## src/hdl/dtp_regs.svh

```systemverilog
// Register offsets, field widths and reset values of the two small ports.
// How it works
// RULE1: Timer-sharing port has two pins, each set as input or output.
// RULE2: Timer port output with port function drives latch bit level.
// RULE3: Timer direction 0 is input to timer counter, 1 is output; reset 0.
// RULE4: Timer function bit picks latch when 0, pulse/PWM output when 1.
// RULE5: Timer pin read returns pin level in input mode, else zero.
// RULE6: Serial-sharing port has two pins, each input or output.
// RULE7: Serial port output: latch 0 drives low, latch 1 releases high; a push-pull pin here drives latch 1 high.
// RULE8: Serial drive-type bit: 0 push-pull, 1 sink-only open drain; reset 0.
// RULE9: Open drain with high value disables the high-side driver.
// RULE10: Pull-up connects only if enabled and input or open-drain output.
// RULE11: Serial direction 0 feeds serial receive, 1 is output; reset 0.
// RULE12: Serial function bit picks latch when 0, serial transmit when 1.
// RULE13: Software must also program the serial routing selection elsewhere.
// RULE14: Serial pin read gives pin level in input or open drain, else zero.
// RULE15: Driver enable follows direction; value from alternate or latch.
`ifndef DTP_REGS_SVH
`define DTP_REGS_SVH

// ----------------------------------------------------------------------
// Register offsets
// ----------------------------------------------------------------------
`define DTP_TLAT_ADDR 12'h008
`define DTP_SLAT_ADDR 12'h009
`define DTP_TRD_ADDR 12'h015
`define DTP_SRD_ADDR 12'h016
`define DTP_TDIR_ADDR 12'hf22
`define DTP_SDIR_ADDR 12'hf23
`define DTP_SPU_ADDR 12'hf30
`define DTP_TALT_ADDR 12'hf3c
`define DTP_SALT_ADDR 12'hf3d
`define DTP_SOD_ADDR 12'hf4a

// ----------------------------------------------------------------------
// Field layout and reset values
// ----------------------------------------------------------------------
`define DTP_PORT_W 2
`define DTP_FIELD_RST 2'h0
`define DTP_DATA_RST 8'h00
`define DTP_ZERO_PAD 6'h00

`endif

```

## src/hdl/dtp_pkg.sv

```systemverilog
// Types shared by the dual two-bit port block.
package dtp_pkg;

  // ----------------------------------------------------------------------
  // Bus request and pin drive carriers
  // ----------------------------------------------------------------------
  typedef struct packed {
    logic [11:0] addr;
    logic [7:0] wdata;
    logic wr;
    logic rd;
  } dtp_bus_req_t;

  typedef struct packed {
    logic [1:0] out;
    logic [1:0] oe;
  } dtp_pin_drive_t;

endpackage

```

## src/hdl/dtp_ports.sv

```systemverilog
// Two two-bit general-purpose ports sharing pins with timer and serial.
`timescale 1ns/100ps
`include "dtp_regs.svh"

module dtp_ports (
  // Clock, reset and clock enable.
  input wire logic ref_clk,
  input wire logic reset,
  input wire logic clk_en,
  // Register port.
  input dtp_pkg::dtp_bus_req_t bus_req,
  output logic [7:0] rd_data,
  // Timer-sharing pins.
  input wire logic [1:0] tpin_in,
  output dtp_pkg::dtp_pin_drive_t tpin_drv,
  // Serial-sharing pins.
  input wire logic [1:0] spin_in,
  output dtp_pkg::dtp_pin_drive_t spin_drv,
  output logic [1:0] spin_pullup_en,
  // Timer counter side.
  input wire logic pulse_out_a,
  input wire logic pulse_out_b,
  input wire logic pwm_out_a,
  input wire logic pwm_out_b,
  output logic timer_in_a,
  output logic timer_in_b,
  // Serial channel side.
  input wire logic serial_transmit_line,
  output logic [1:0] serial_receive_line
);
  import dtp_pkg::*;

  // ----------------------------------------------------------------------
  // Helper functions
  // ----------------------------------------------------------------------

  // Pads a two-bit field to a register byte with zero reserved bits.
  function automatic logic [7:0] pad_field(input logic [1:0] f);
    pad_field = {`DTP_ZERO_PAD, f};
  endfunction

  // Pin level seen by software: only bits whose read gate is open.
  function automatic logic [1:0] gate_pins(input logic [1:0] pins,
                                           input logic [1:0] open_bits);
    gate_pins = pins & open_bits;
  endfunction

  // ----------------------------------------------------------------------
  // Configuration registers
  // ----------------------------------------------------------------------
  logic [1:0] timer_port_out_latch_reg, timer_port_out_latch_next;
  logic [1:0] timer_port_direction_reg, timer_port_direction_next;
  logic [1:0] timer_port_alt_select_reg, timer_port_alt_select_next;
  logic [1:0] serial_port_out_latch_reg, serial_port_out_latch_next;
  logic [1:0] serial_port_direction_reg, serial_port_direction_next;
  logic [1:0] serial_port_alt_select_reg, serial_port_alt_select_next;
  logic [1:0] serial_port_drive_type_reg, serial_port_drive_type_next;
  logic [1:0] serial_port_pullup_reg, serial_port_pullup_next;

  // Write decode; a write to a read-only or unmapped address is dropped.
  always_comb begin
    timer_port_out_latch_next = timer_port_out_latch_reg;
    timer_port_direction_next = timer_port_direction_reg;
    timer_port_alt_select_next = timer_port_alt_select_reg;
    serial_port_out_latch_next = serial_port_out_latch_reg;
    serial_port_direction_next = serial_port_direction_reg;
    serial_port_alt_select_next = serial_port_alt_select_reg;
    serial_port_drive_type_next = serial_port_drive_type_reg;
    serial_port_pullup_next = serial_port_pullup_reg;
    if (clk_en && bus_req.wr) begin
      unique case (bus_req.addr)
        `DTP_TLAT_ADDR: timer_port_out_latch_next = bus_req.wdata[1:0];
        `DTP_TDIR_ADDR: timer_port_direction_next = bus_req.wdata[1:0];
        `DTP_TALT_ADDR: timer_port_alt_select_next = bus_req.wdata[1:0];
        `DTP_SLAT_ADDR: serial_port_out_latch_next = bus_req.wdata[1:0];
        `DTP_SDIR_ADDR: serial_port_direction_next = bus_req.wdata[1:0];
        `DTP_SALT_ADDR: serial_port_alt_select_next = bus_req.wdata[1:0];
        `DTP_SOD_ADDR: serial_port_drive_type_next = bus_req.wdata[1:0];
        `DTP_SPU_ADDR: serial_port_pullup_next = bus_req.wdata[1:0];
        default: begin
        end
      endcase
    end
  end

  // All control fields clear at reset, so every pin starts as an input.
  always_ff @(posedge ref_clk or posedge reset) begin
    if (reset) begin
      timer_port_out_latch_reg <= `DTP_FIELD_RST;
      timer_port_direction_reg <= `DTP_FIELD_RST;   // see RULE3
      timer_port_alt_select_reg <= `DTP_FIELD_RST;  // see RULE4
      serial_port_out_latch_reg <= `DTP_FIELD_RST;
      serial_port_direction_reg <= `DTP_FIELD_RST;  // see RULE11
      serial_port_alt_select_reg <= `DTP_FIELD_RST; // see RULE12
      serial_port_drive_type_reg <= `DTP_FIELD_RST; // see RULE8
      serial_port_pullup_reg <= `DTP_FIELD_RST;
    end else begin
      timer_port_out_latch_reg <= timer_port_out_latch_next;
      timer_port_direction_reg <= timer_port_direction_next;
      timer_port_alt_select_reg <= timer_port_alt_select_next;
      serial_port_out_latch_reg <= serial_port_out_latch_next;
      serial_port_direction_reg <= serial_port_direction_next;
      serial_port_alt_select_reg <= serial_port_alt_select_next;
      serial_port_drive_type_reg <= serial_port_drive_type_next;
      serial_port_pullup_reg <= serial_port_pullup_next;
    end
  end

  // ----------------------------------------------------------------------
  // Pin drive, pin read and side-channel outputs
  // ----------------------------------------------------------------------
  dtp_pin_drive_t tpin_drv_reg, tpin_drv_next;
  dtp_pin_drive_t spin_drv_reg, spin_drv_next;
  logic [1:0] pullup_reg, pullup_next;
  logic [1:0] tmr_in_reg, tmr_in_next;
  logic [1:0] rx_reg, rx_next;
  logic [7:0] rd_data_reg, rd_data_next;
  logic [1:0] t_alt;
  logic [1:0] t_src;
  logic [1:0] s_src;
  logic [1:0] t_open;
  logic [1:0] s_open;

  // Source selection and read gates for both ports.
  always_comb begin
    // The timer raises only one of pulse or PWM per channel at a time.
    t_alt = {pulse_out_b | pwm_out_b, pulse_out_a | pwm_out_a};
    t_src = (t_alt & timer_port_alt_select_reg) |
            (timer_port_out_latch_reg & ~timer_port_alt_select_reg);
    s_src = ({2{serial_transmit_line}} & serial_port_alt_select_reg) |
            (serial_port_out_latch_reg & ~serial_port_alt_select_reg);
    t_open = ~timer_port_direction_reg;
    s_open = ~serial_port_direction_reg | serial_port_drive_type_reg;
  end

  // Next values of every registered output; frozen while clk_en is low.
  always_comb begin
    tpin_drv_next = tpin_drv_reg;
    spin_drv_next = spin_drv_reg;
    pullup_next = pullup_reg;
    tmr_in_next = tmr_in_reg;
    rx_next = rx_reg;
    rd_data_next = rd_data_reg;
    if (clk_en) begin
      // Timer pins are always push-pull.
      tpin_drv_next.out = t_src;                       // see RULE2 RULE4
      tpin_drv_next.oe = timer_port_direction_reg;     // see RULE1 RULE15
      // Open drain never drives high; a high value just releases the pin.
      spin_drv_next.out = s_src & ~serial_port_drive_type_reg; // see RULE7
      spin_drv_next.oe = serial_port_direction_reg &
                         (~serial_port_drive_type_reg | ~s_src); // see RULE9
      pullup_next = serial_port_pullup_reg & s_open;   // see RULE10
      tmr_in_next = gate_pins(tpin_in, t_open);        // see RULE3
      // A receive line idles high while its pin is an output.
      rx_next = spin_in | serial_port_direction_reg;   // see RULE11 RULE6
      rd_data_next = `DTP_DATA_RST;
      if (bus_req.rd) begin
        unique case (bus_req.addr)
          `DTP_TLAT_ADDR: rd_data_next = pad_field(timer_port_out_latch_reg);
          `DTP_TDIR_ADDR: rd_data_next = pad_field(timer_port_direction_reg);
          `DTP_TALT_ADDR: rd_data_next = pad_field(timer_port_alt_select_reg);
          `DTP_SLAT_ADDR: rd_data_next = pad_field(serial_port_out_latch_reg);
          `DTP_SDIR_ADDR: rd_data_next = pad_field(serial_port_direction_reg);
          `DTP_SALT_ADDR:
            rd_data_next = pad_field(serial_port_alt_select_reg);
          `DTP_SOD_ADDR: rd_data_next = pad_field(serial_port_drive_type_reg);
          `DTP_SPU_ADDR: rd_data_next = pad_field(serial_port_pullup_reg);
          `DTP_TRD_ADDR:
            rd_data_next = pad_field(gate_pins(tpin_in, t_open)); // see RULE5
          `DTP_SRD_ADDR:
            rd_data_next = pad_field(gate_pins(spin_in, s_open)); // see RULE14
          default: rd_data_next = `DTP_DATA_RST;
        endcase
      end
    end
  end

  // Output flip-flops; pins come out of reset released.
  always_ff @(posedge ref_clk or posedge reset) begin
    if (reset) begin
      tpin_drv_reg <= '0;
      spin_drv_reg <= '0;
      pullup_reg <= `DTP_FIELD_RST;
      tmr_in_reg <= `DTP_FIELD_RST;
      rx_reg <= `DTP_FIELD_RST;
      rd_data_reg <= `DTP_DATA_RST;
    end else begin
      tpin_drv_reg <= tpin_drv_next;
      spin_drv_reg <= spin_drv_next;
      pullup_reg <= pullup_next;
      tmr_in_reg <= tmr_in_next;
      rx_reg <= rx_next;
      rd_data_reg <= rd_data_next;
    end
  end

  // Top-level outputs straight from flip-flops.
  assign tpin_drv = tpin_drv_reg;
  assign spin_drv = spin_drv_reg;
  assign spin_pullup_en = pullup_reg;
  assign timer_in_a = tmr_in_reg[0];
  assign timer_in_b = tmr_in_reg[1];
  assign serial_receive_line = rx_reg;
  assign rd_data = rd_data_reg;
endmodule

```

## config.mk

```make
export PLATFORM = sky130hd
export DESIGN_NAME = dtp_ports
export DESIGN_NICKNAME = d
export VERILOG_FILES = /design/src/hdl/dtp_pkg.sv /design/src/hdl/dtp_ports.sv
export VERILOG_INCLUDE_DIRS = /design/src /design/src/hdl
export SDC_FILE = /design/constraint.sdc
export NUM_CORES = 1
export LEC_CHECK = 0
export ABC_AREA = 1
export BUFFER_PORTS_ARGS = -buffer_cell sky130_fd_sc_hd__buf_2
export CAP_MARGIN = 20
export CORE_MARGIN = 1.5
export CORE_UTILIZATION = 55
export DETAILED_ROUTE_END_ITERATION = 8
export GPL_TIMING_DRIVEN = 0
export PLACE_DENSITY = 0.84
export SLEW_MARGIN = 20
export SYNTH_ARGS = -nofsm -noshare
export SYNTH_HDL_FRONTEND = slang
export SYNTH_SLANG_ARGS = --single-unit
export TNS_END_PERCENT = 50
```

## constraint.sdc

```tcl
create_clock -name ref_clk -period 2.4 [get_ports ref_clk]
set_input_delay 0 -clock ref_clk [delete_from_list [all_inputs] [get_ports ref_clk]]
set_output_delay 0 -clock ref_clk [all_outputs]
set_load 0.005 [all_outputs]
```

; Yosys cells after proc, flatten, opt, wreduce, memory -nomap -nowiden
; Index checks and enable logic that the tools add are counted.
[totals]
input_bits = 34
output_inout_bits = 22
ff_bits = 38
wordCells = 59
[op_classes]
muxes = 2
eq_ne = 10
n_reduce_logical = 9
bitwise = 22
[op_table]
columns = op, n
row1 = $eq 12x12->1 const B, 6
row2 = $eq 12x4->1 const B, 2
row3 = $eq 12x5->1 const B, 2
row4 = $pmux 2 s10, 1
row5 = $and 2x2->2, 9
row6 = $reduce_and 2->1, 8
row7 = $not 2->2, 6
row8 = $or 2x2->2, 5
row9 = $mux 2, 1
row10 = $or 1x1->1, 2
row11 = $logic_and 1x1->1, 1

; Longest topological paths before layout
[logic_depth]
depth_word = 6
depth_mapped = 11
mapped_depth_nobuf = 11

; Least setup slack after synthesis
; OpenSTA, ideal clock, no wires.
[synth_timing]
path_kind = reg2reg
from = reg serial_port_drive_type_reg[1]
to = reg rd_data_reg[1], in the netlist rd_data[1]
period_less_slack_ns = 1.015
n_path_buf = 0
setup_time_ns = 0.117
arrival_time_ns = 0.898
required_ns = 2.283
path_stages_with_launch = 9
slack_ns = 1.385
cell_sequence = dfrtp_1 -> inv_1 -> a21boi_0 -> nand3_1 -> nand2_1 -> nor2_1 -> nand3_1 -> nand3_1 -> nand2_1
[synth_between]
elab_chain_cells = 4
[synth_rtl]
columns = element, line_no
row1 = start: declaration, dtp_ports.sv:57  ; logic [1:0] serial_port_drive_type_reg, serial_port_drive_type_next;
row2 = start signal: assignment, dtp_ports.sv:95  ; serial_port_drive_type_reg <= `DTP_FIELD_RST;
row3 = start signal: assignment, dtp_ports.sv:104  ; serial_port_drive_type_reg <= serial_port_drive_type_next;
row4 = $or 2x2->2, dtp_ports.sv:133  ; s_open = ~serial_port_direction_reg | serial_port_drive_type_reg;
row5 = $and 2x2->2, dtp_ports.sv:45  ; gate_pins = pins & open_bits;
row6 = $pmux 2 s10 *, dtp_ports.sv:158  ; unique case (bus_req.addr)
row7 = $mux 2 *, dtp_ports.sv:157  ; if (bus_req.rd) begin
row8 = end signal: assignment, dtp_ports.sv:186  ; rd_data_reg <= `DTP_DATA_RST;
row9 = end signal: assignment, dtp_ports.sv:193  ; rd_data_reg <= rd_data_next;
row10 = end: declaration, dtp_ports.sv:117  ; logic [7:0] rd_data_reg, rd_data_next;
; Every way passes the cells marked *; elsewhere a longest branch is shown, timed or not.
; A chain may end at the register's enable or synchronous reset.

; Worst setup path in the final report
; Same ends and word-level chain as after synthesis.

==> summary.md <==
| Metric | Value |
|---|---|
| Max-cap check violation count | 0 |
| Sink Count | 32 |
| Synth top area share | 42.05% |
| Vias in the first global route | 1770 |
| CP arrival | 1460 ps |
| RSZ-0062 raised after global routing | no |
| Initial antenna violation count | 0 |
| Antenna-violating nets left | 0 |
| H-tree Lvls | 2 |
| Min Tclk post-route | 1228 ps |
| Post-CTS Setup Bufs | 0 |
| Fin Hold WS | 1.901 ps |
| Clock Power Share | 37.5% |
| Cell count after placement | 367 |
| Area delta synth->final | 22.67% |
| Achievable Freq | 814.4 MHz |
| CP Capture Type | flop |
| Internal Power | 0.8131 mW |
| Flops & latches, synth | 32 |
| Row count | 21 |
| Inserted Clock Buffers | 5 |
| CTS tree | done |
| Slew headroom | 57.61% |
| Nets | 368 |
| Seq/Total Area, Yosys | 42.05% |
| Detailed Route WL | 4567 um |
| YS warnings | 0 |
| WS Path Type | reg2reg |
| Root Driver | clkbuf_4 |
| Ratio of cells with drive above 1 in the final layout | 22.39% |
| Die H | 61.84 um |
| DRC violation count after routing | 0 |
| Final Hold Fails | 0 |
| Synth unique cells | 23 |
| Net switching power | 0.2761 mW |
| Gr usage total | 26.69% |
| DR vias | 1938 |
| 1st-pass router iterations | 4 |
| Initial Util | 57.07% |
| Overflow left after global routing | 0 |
| Power per cell area | 466.3 mW/mm2 |
| Mapped cell area | 0.001904 mm2 |
| Flop pwr share | 50.5% |
| Combinational group share of total power | 12.0% |
| Status | finished clean |
| Startpoint Class | flop |
| Final setup TNS | 0 ps |
| Reg2reg setup slack | 1170 ps |
| WL/cell | 11.99 um |
| Drt initial violations | 93 |
| Crit path max fanout | 4 |
| Peak VDD IR | 0.0004278 V |
| GPL Wtd Cong | 0.8922 |
| Worst-path clk slew | 110 ps |
| Static leakage | 1.322 nW |
| Final Cycle Share | 51.16% |
| Req. time, crit path | 2630 ps |
| Worst Tran Pin Value | 634.9 ps |
| Switch share | 25.35% |
| Ant. Diodes | 0 |
| Final max-slew violation count | 0 |
| Die ar. | 0.003824 mm2 |
| Finished Core Util | 70.00% |
| DIE WIDTH | 61.84 um |
| Post-route insts no fill | 381 |
| Synth top area cells | dfrtp_1 42%, nand2_1 17%, nand3_1 10%, nor2_1 5.3%, inv_1 4.9% |
| Vias per cell | 5.087 |
| Maximum clock path buffer count | 2 |
| HP Class | in2reg |
| # setup viols final | 0 |
| Setup Skew | 8.659 ps |
| IO Pins | 56 |
| Post-synthesis cell count | 273 |
| Core Area | 0.003337 mm2 |
| Mean area per synthesized cell | 6.976 um2 |
| Global-route wire length before repair | 7452 um |
| HPWL after DPL | 3494 um |
| Largest net degree at the start of global routing | 33 |
| Synth area leader | dfrtp_1 |
| Clock Latency Late Sink | 340 ps |
| Buffers on Ports | 43 |
-- placed cells by master, fill, tap and decap left out --
cell type / synthesis / layout
nand2_1: 88 / 88
buf_2: 0 / 43
nand3_1: 38 / 38
dfrtp_1: 32 / 32
nor2_1: 27 / 27
inv_1: 25 / 24
o21ai_1: 13 / 13
o21ai_0: 12 / 12
nor2_2: 7 / 7
buf_4: 6 / 6
conb_1: 1 / 6
dlygate4sd3_1: 0 / 6
inv_2: 4 / 5
clkbuf_4: 0 / 5
clkbuf_1: 3 / 3
o31ai_1: 2 / 2
a21oi_1: 2 / 2
nor2_4: 2 / 2
a21boi_0: 2 / 2
nand3b_1: 2 / 2
nand4_1: 2 / 2
nand2_4: 1 / 1
nor2_8: 1 / 1
nand2_2: 1 / 1
nand3_2: 1 / 1
or2_1: 1 / 1
clkinvlp_4: 0 / 1
bufinv_16: 0 / 1
clkinv_2: 0 / 1
-- per-layer routing --
layer / GRT usage [%] / vias up / routed length (um)
li1: - / 982 / -
met1: 31.90 / 888 / 1943
met2: 47.82 / 59 / 2319
met3: 5.176 / 9 / 233
met4: 9.119 / 0 / 70
met5: 0 / - / 0
-- Yosys cell counts --
cell type  count
nand4_1        2
conb_1         1
nor2_8         1
a21boi_0       2
nand2_4        1
nand3_2        1
nand2_2        1
nand3_1       38
clkbuf_1       3
or2_1          1
nor2_2         7
nand3b_1       2
buf_4          6
o21ai_1       13
o31ai_1        2
nand2_1       88
dfrtp_1       32
inv_1         25
nor2_4         2
o21ai_0       12
nor2_1        27
a21oi_1        2
inv_2          4
-- worst paths after layout --
path                                                      startpoint                                 endpoint  cells past startpoint
min                                                       tpin_in[0]                tmr_in_reg[0]$_DFFE_PP0P_                      5
min reg2reg                                  tpin_drv[0]$_DFFE_PP0P_                  tpin_drv[0]$_DFFE_PP0P_                      2
max in group asynchronous                                      reset  timer_port_direction_reg[1]$_DFFE_PP0P_                      3
min in group asynchronous                                      reset                tmr_in_reg[1]$_DFFE_PP0P_                      3
max                        serial_port_drive_type_reg[1]$_DFFE_PP0P_                   rd_data[1]$_DFFE_PP0P_                      8
max reg2reg                serial_port_drive_type_reg[1]$_DFFE_PP0P_                   rd_data[1]$_DFFE_PP0P_                      8
-- critical path, cell delays in order, from the launching register on --
cell	delay (ps)
dfrtp_1	420
inv_1	130
a21boi_0	130
nand3_1	100
nand2_1	60
nor2_1	80
nand3_1	90
nand3_1	80
nand2_1	50
-- kinds of logic after synthesis --
logic type	Yosys count	share of synthesized area, %
DFF	32	42.05
buffers and inverters	38	8.672
other	1	0.1969
AOI/OAI and AO/OA	31	8.672
and+or+nand+nor	171	40.41
-- power by group through the flow --
stage / clock [mW] / combinational (mW) / sequential [mW]
2_1_floorplan: 0 / 0.0700 / 0.561
3_3_place_gp: 0 / 0.120 / 0.560
3_5_place_dp: 0 / 0.123 / 0.560
4_1_cts: 0.413 / 0.131 / 0.550
5_1_grt: 0.434 / 0.151 / 0.552
6_report: 0.408 / 0.131 / 0.550
-- through the flow --
stage | area (um2) | setup WS [ps] | power (mW)
after global routing | 2336 | 1086 | 1.136
final | 2336 | 1172 | 1.089
after global placement | 2196 | 1251 | 0.6796
after detailed placement | 2196 | 1193 | 0.6830
after CTS | 2336 | 1172 | 1.093
after floorplan | 1923 | 1385 | 0.6308
-- timing repair --
| item | in CTS | in global routing |
|---|---|---|
| gates resized for setup | 0 | 0 |
| endpoints found under the hold margin | 37 | 0 |
| hold buffers | 6 | 0 |
-- layout make-up --
class / count / area, um2
fillers: 316 / 1001
multi-input cells: 208 / 957.2
flip-flops and latches: 32 / 800.8
repair buffers: 49 / 275.3
inverters: 29 / 108.9
well taps: 46 / 57.56
plain buffers: 9 / 56.30
clock inverters: 3 / 42.54
clock buffers: 5 / 37.54
Power figures use the tool's default switching activity.
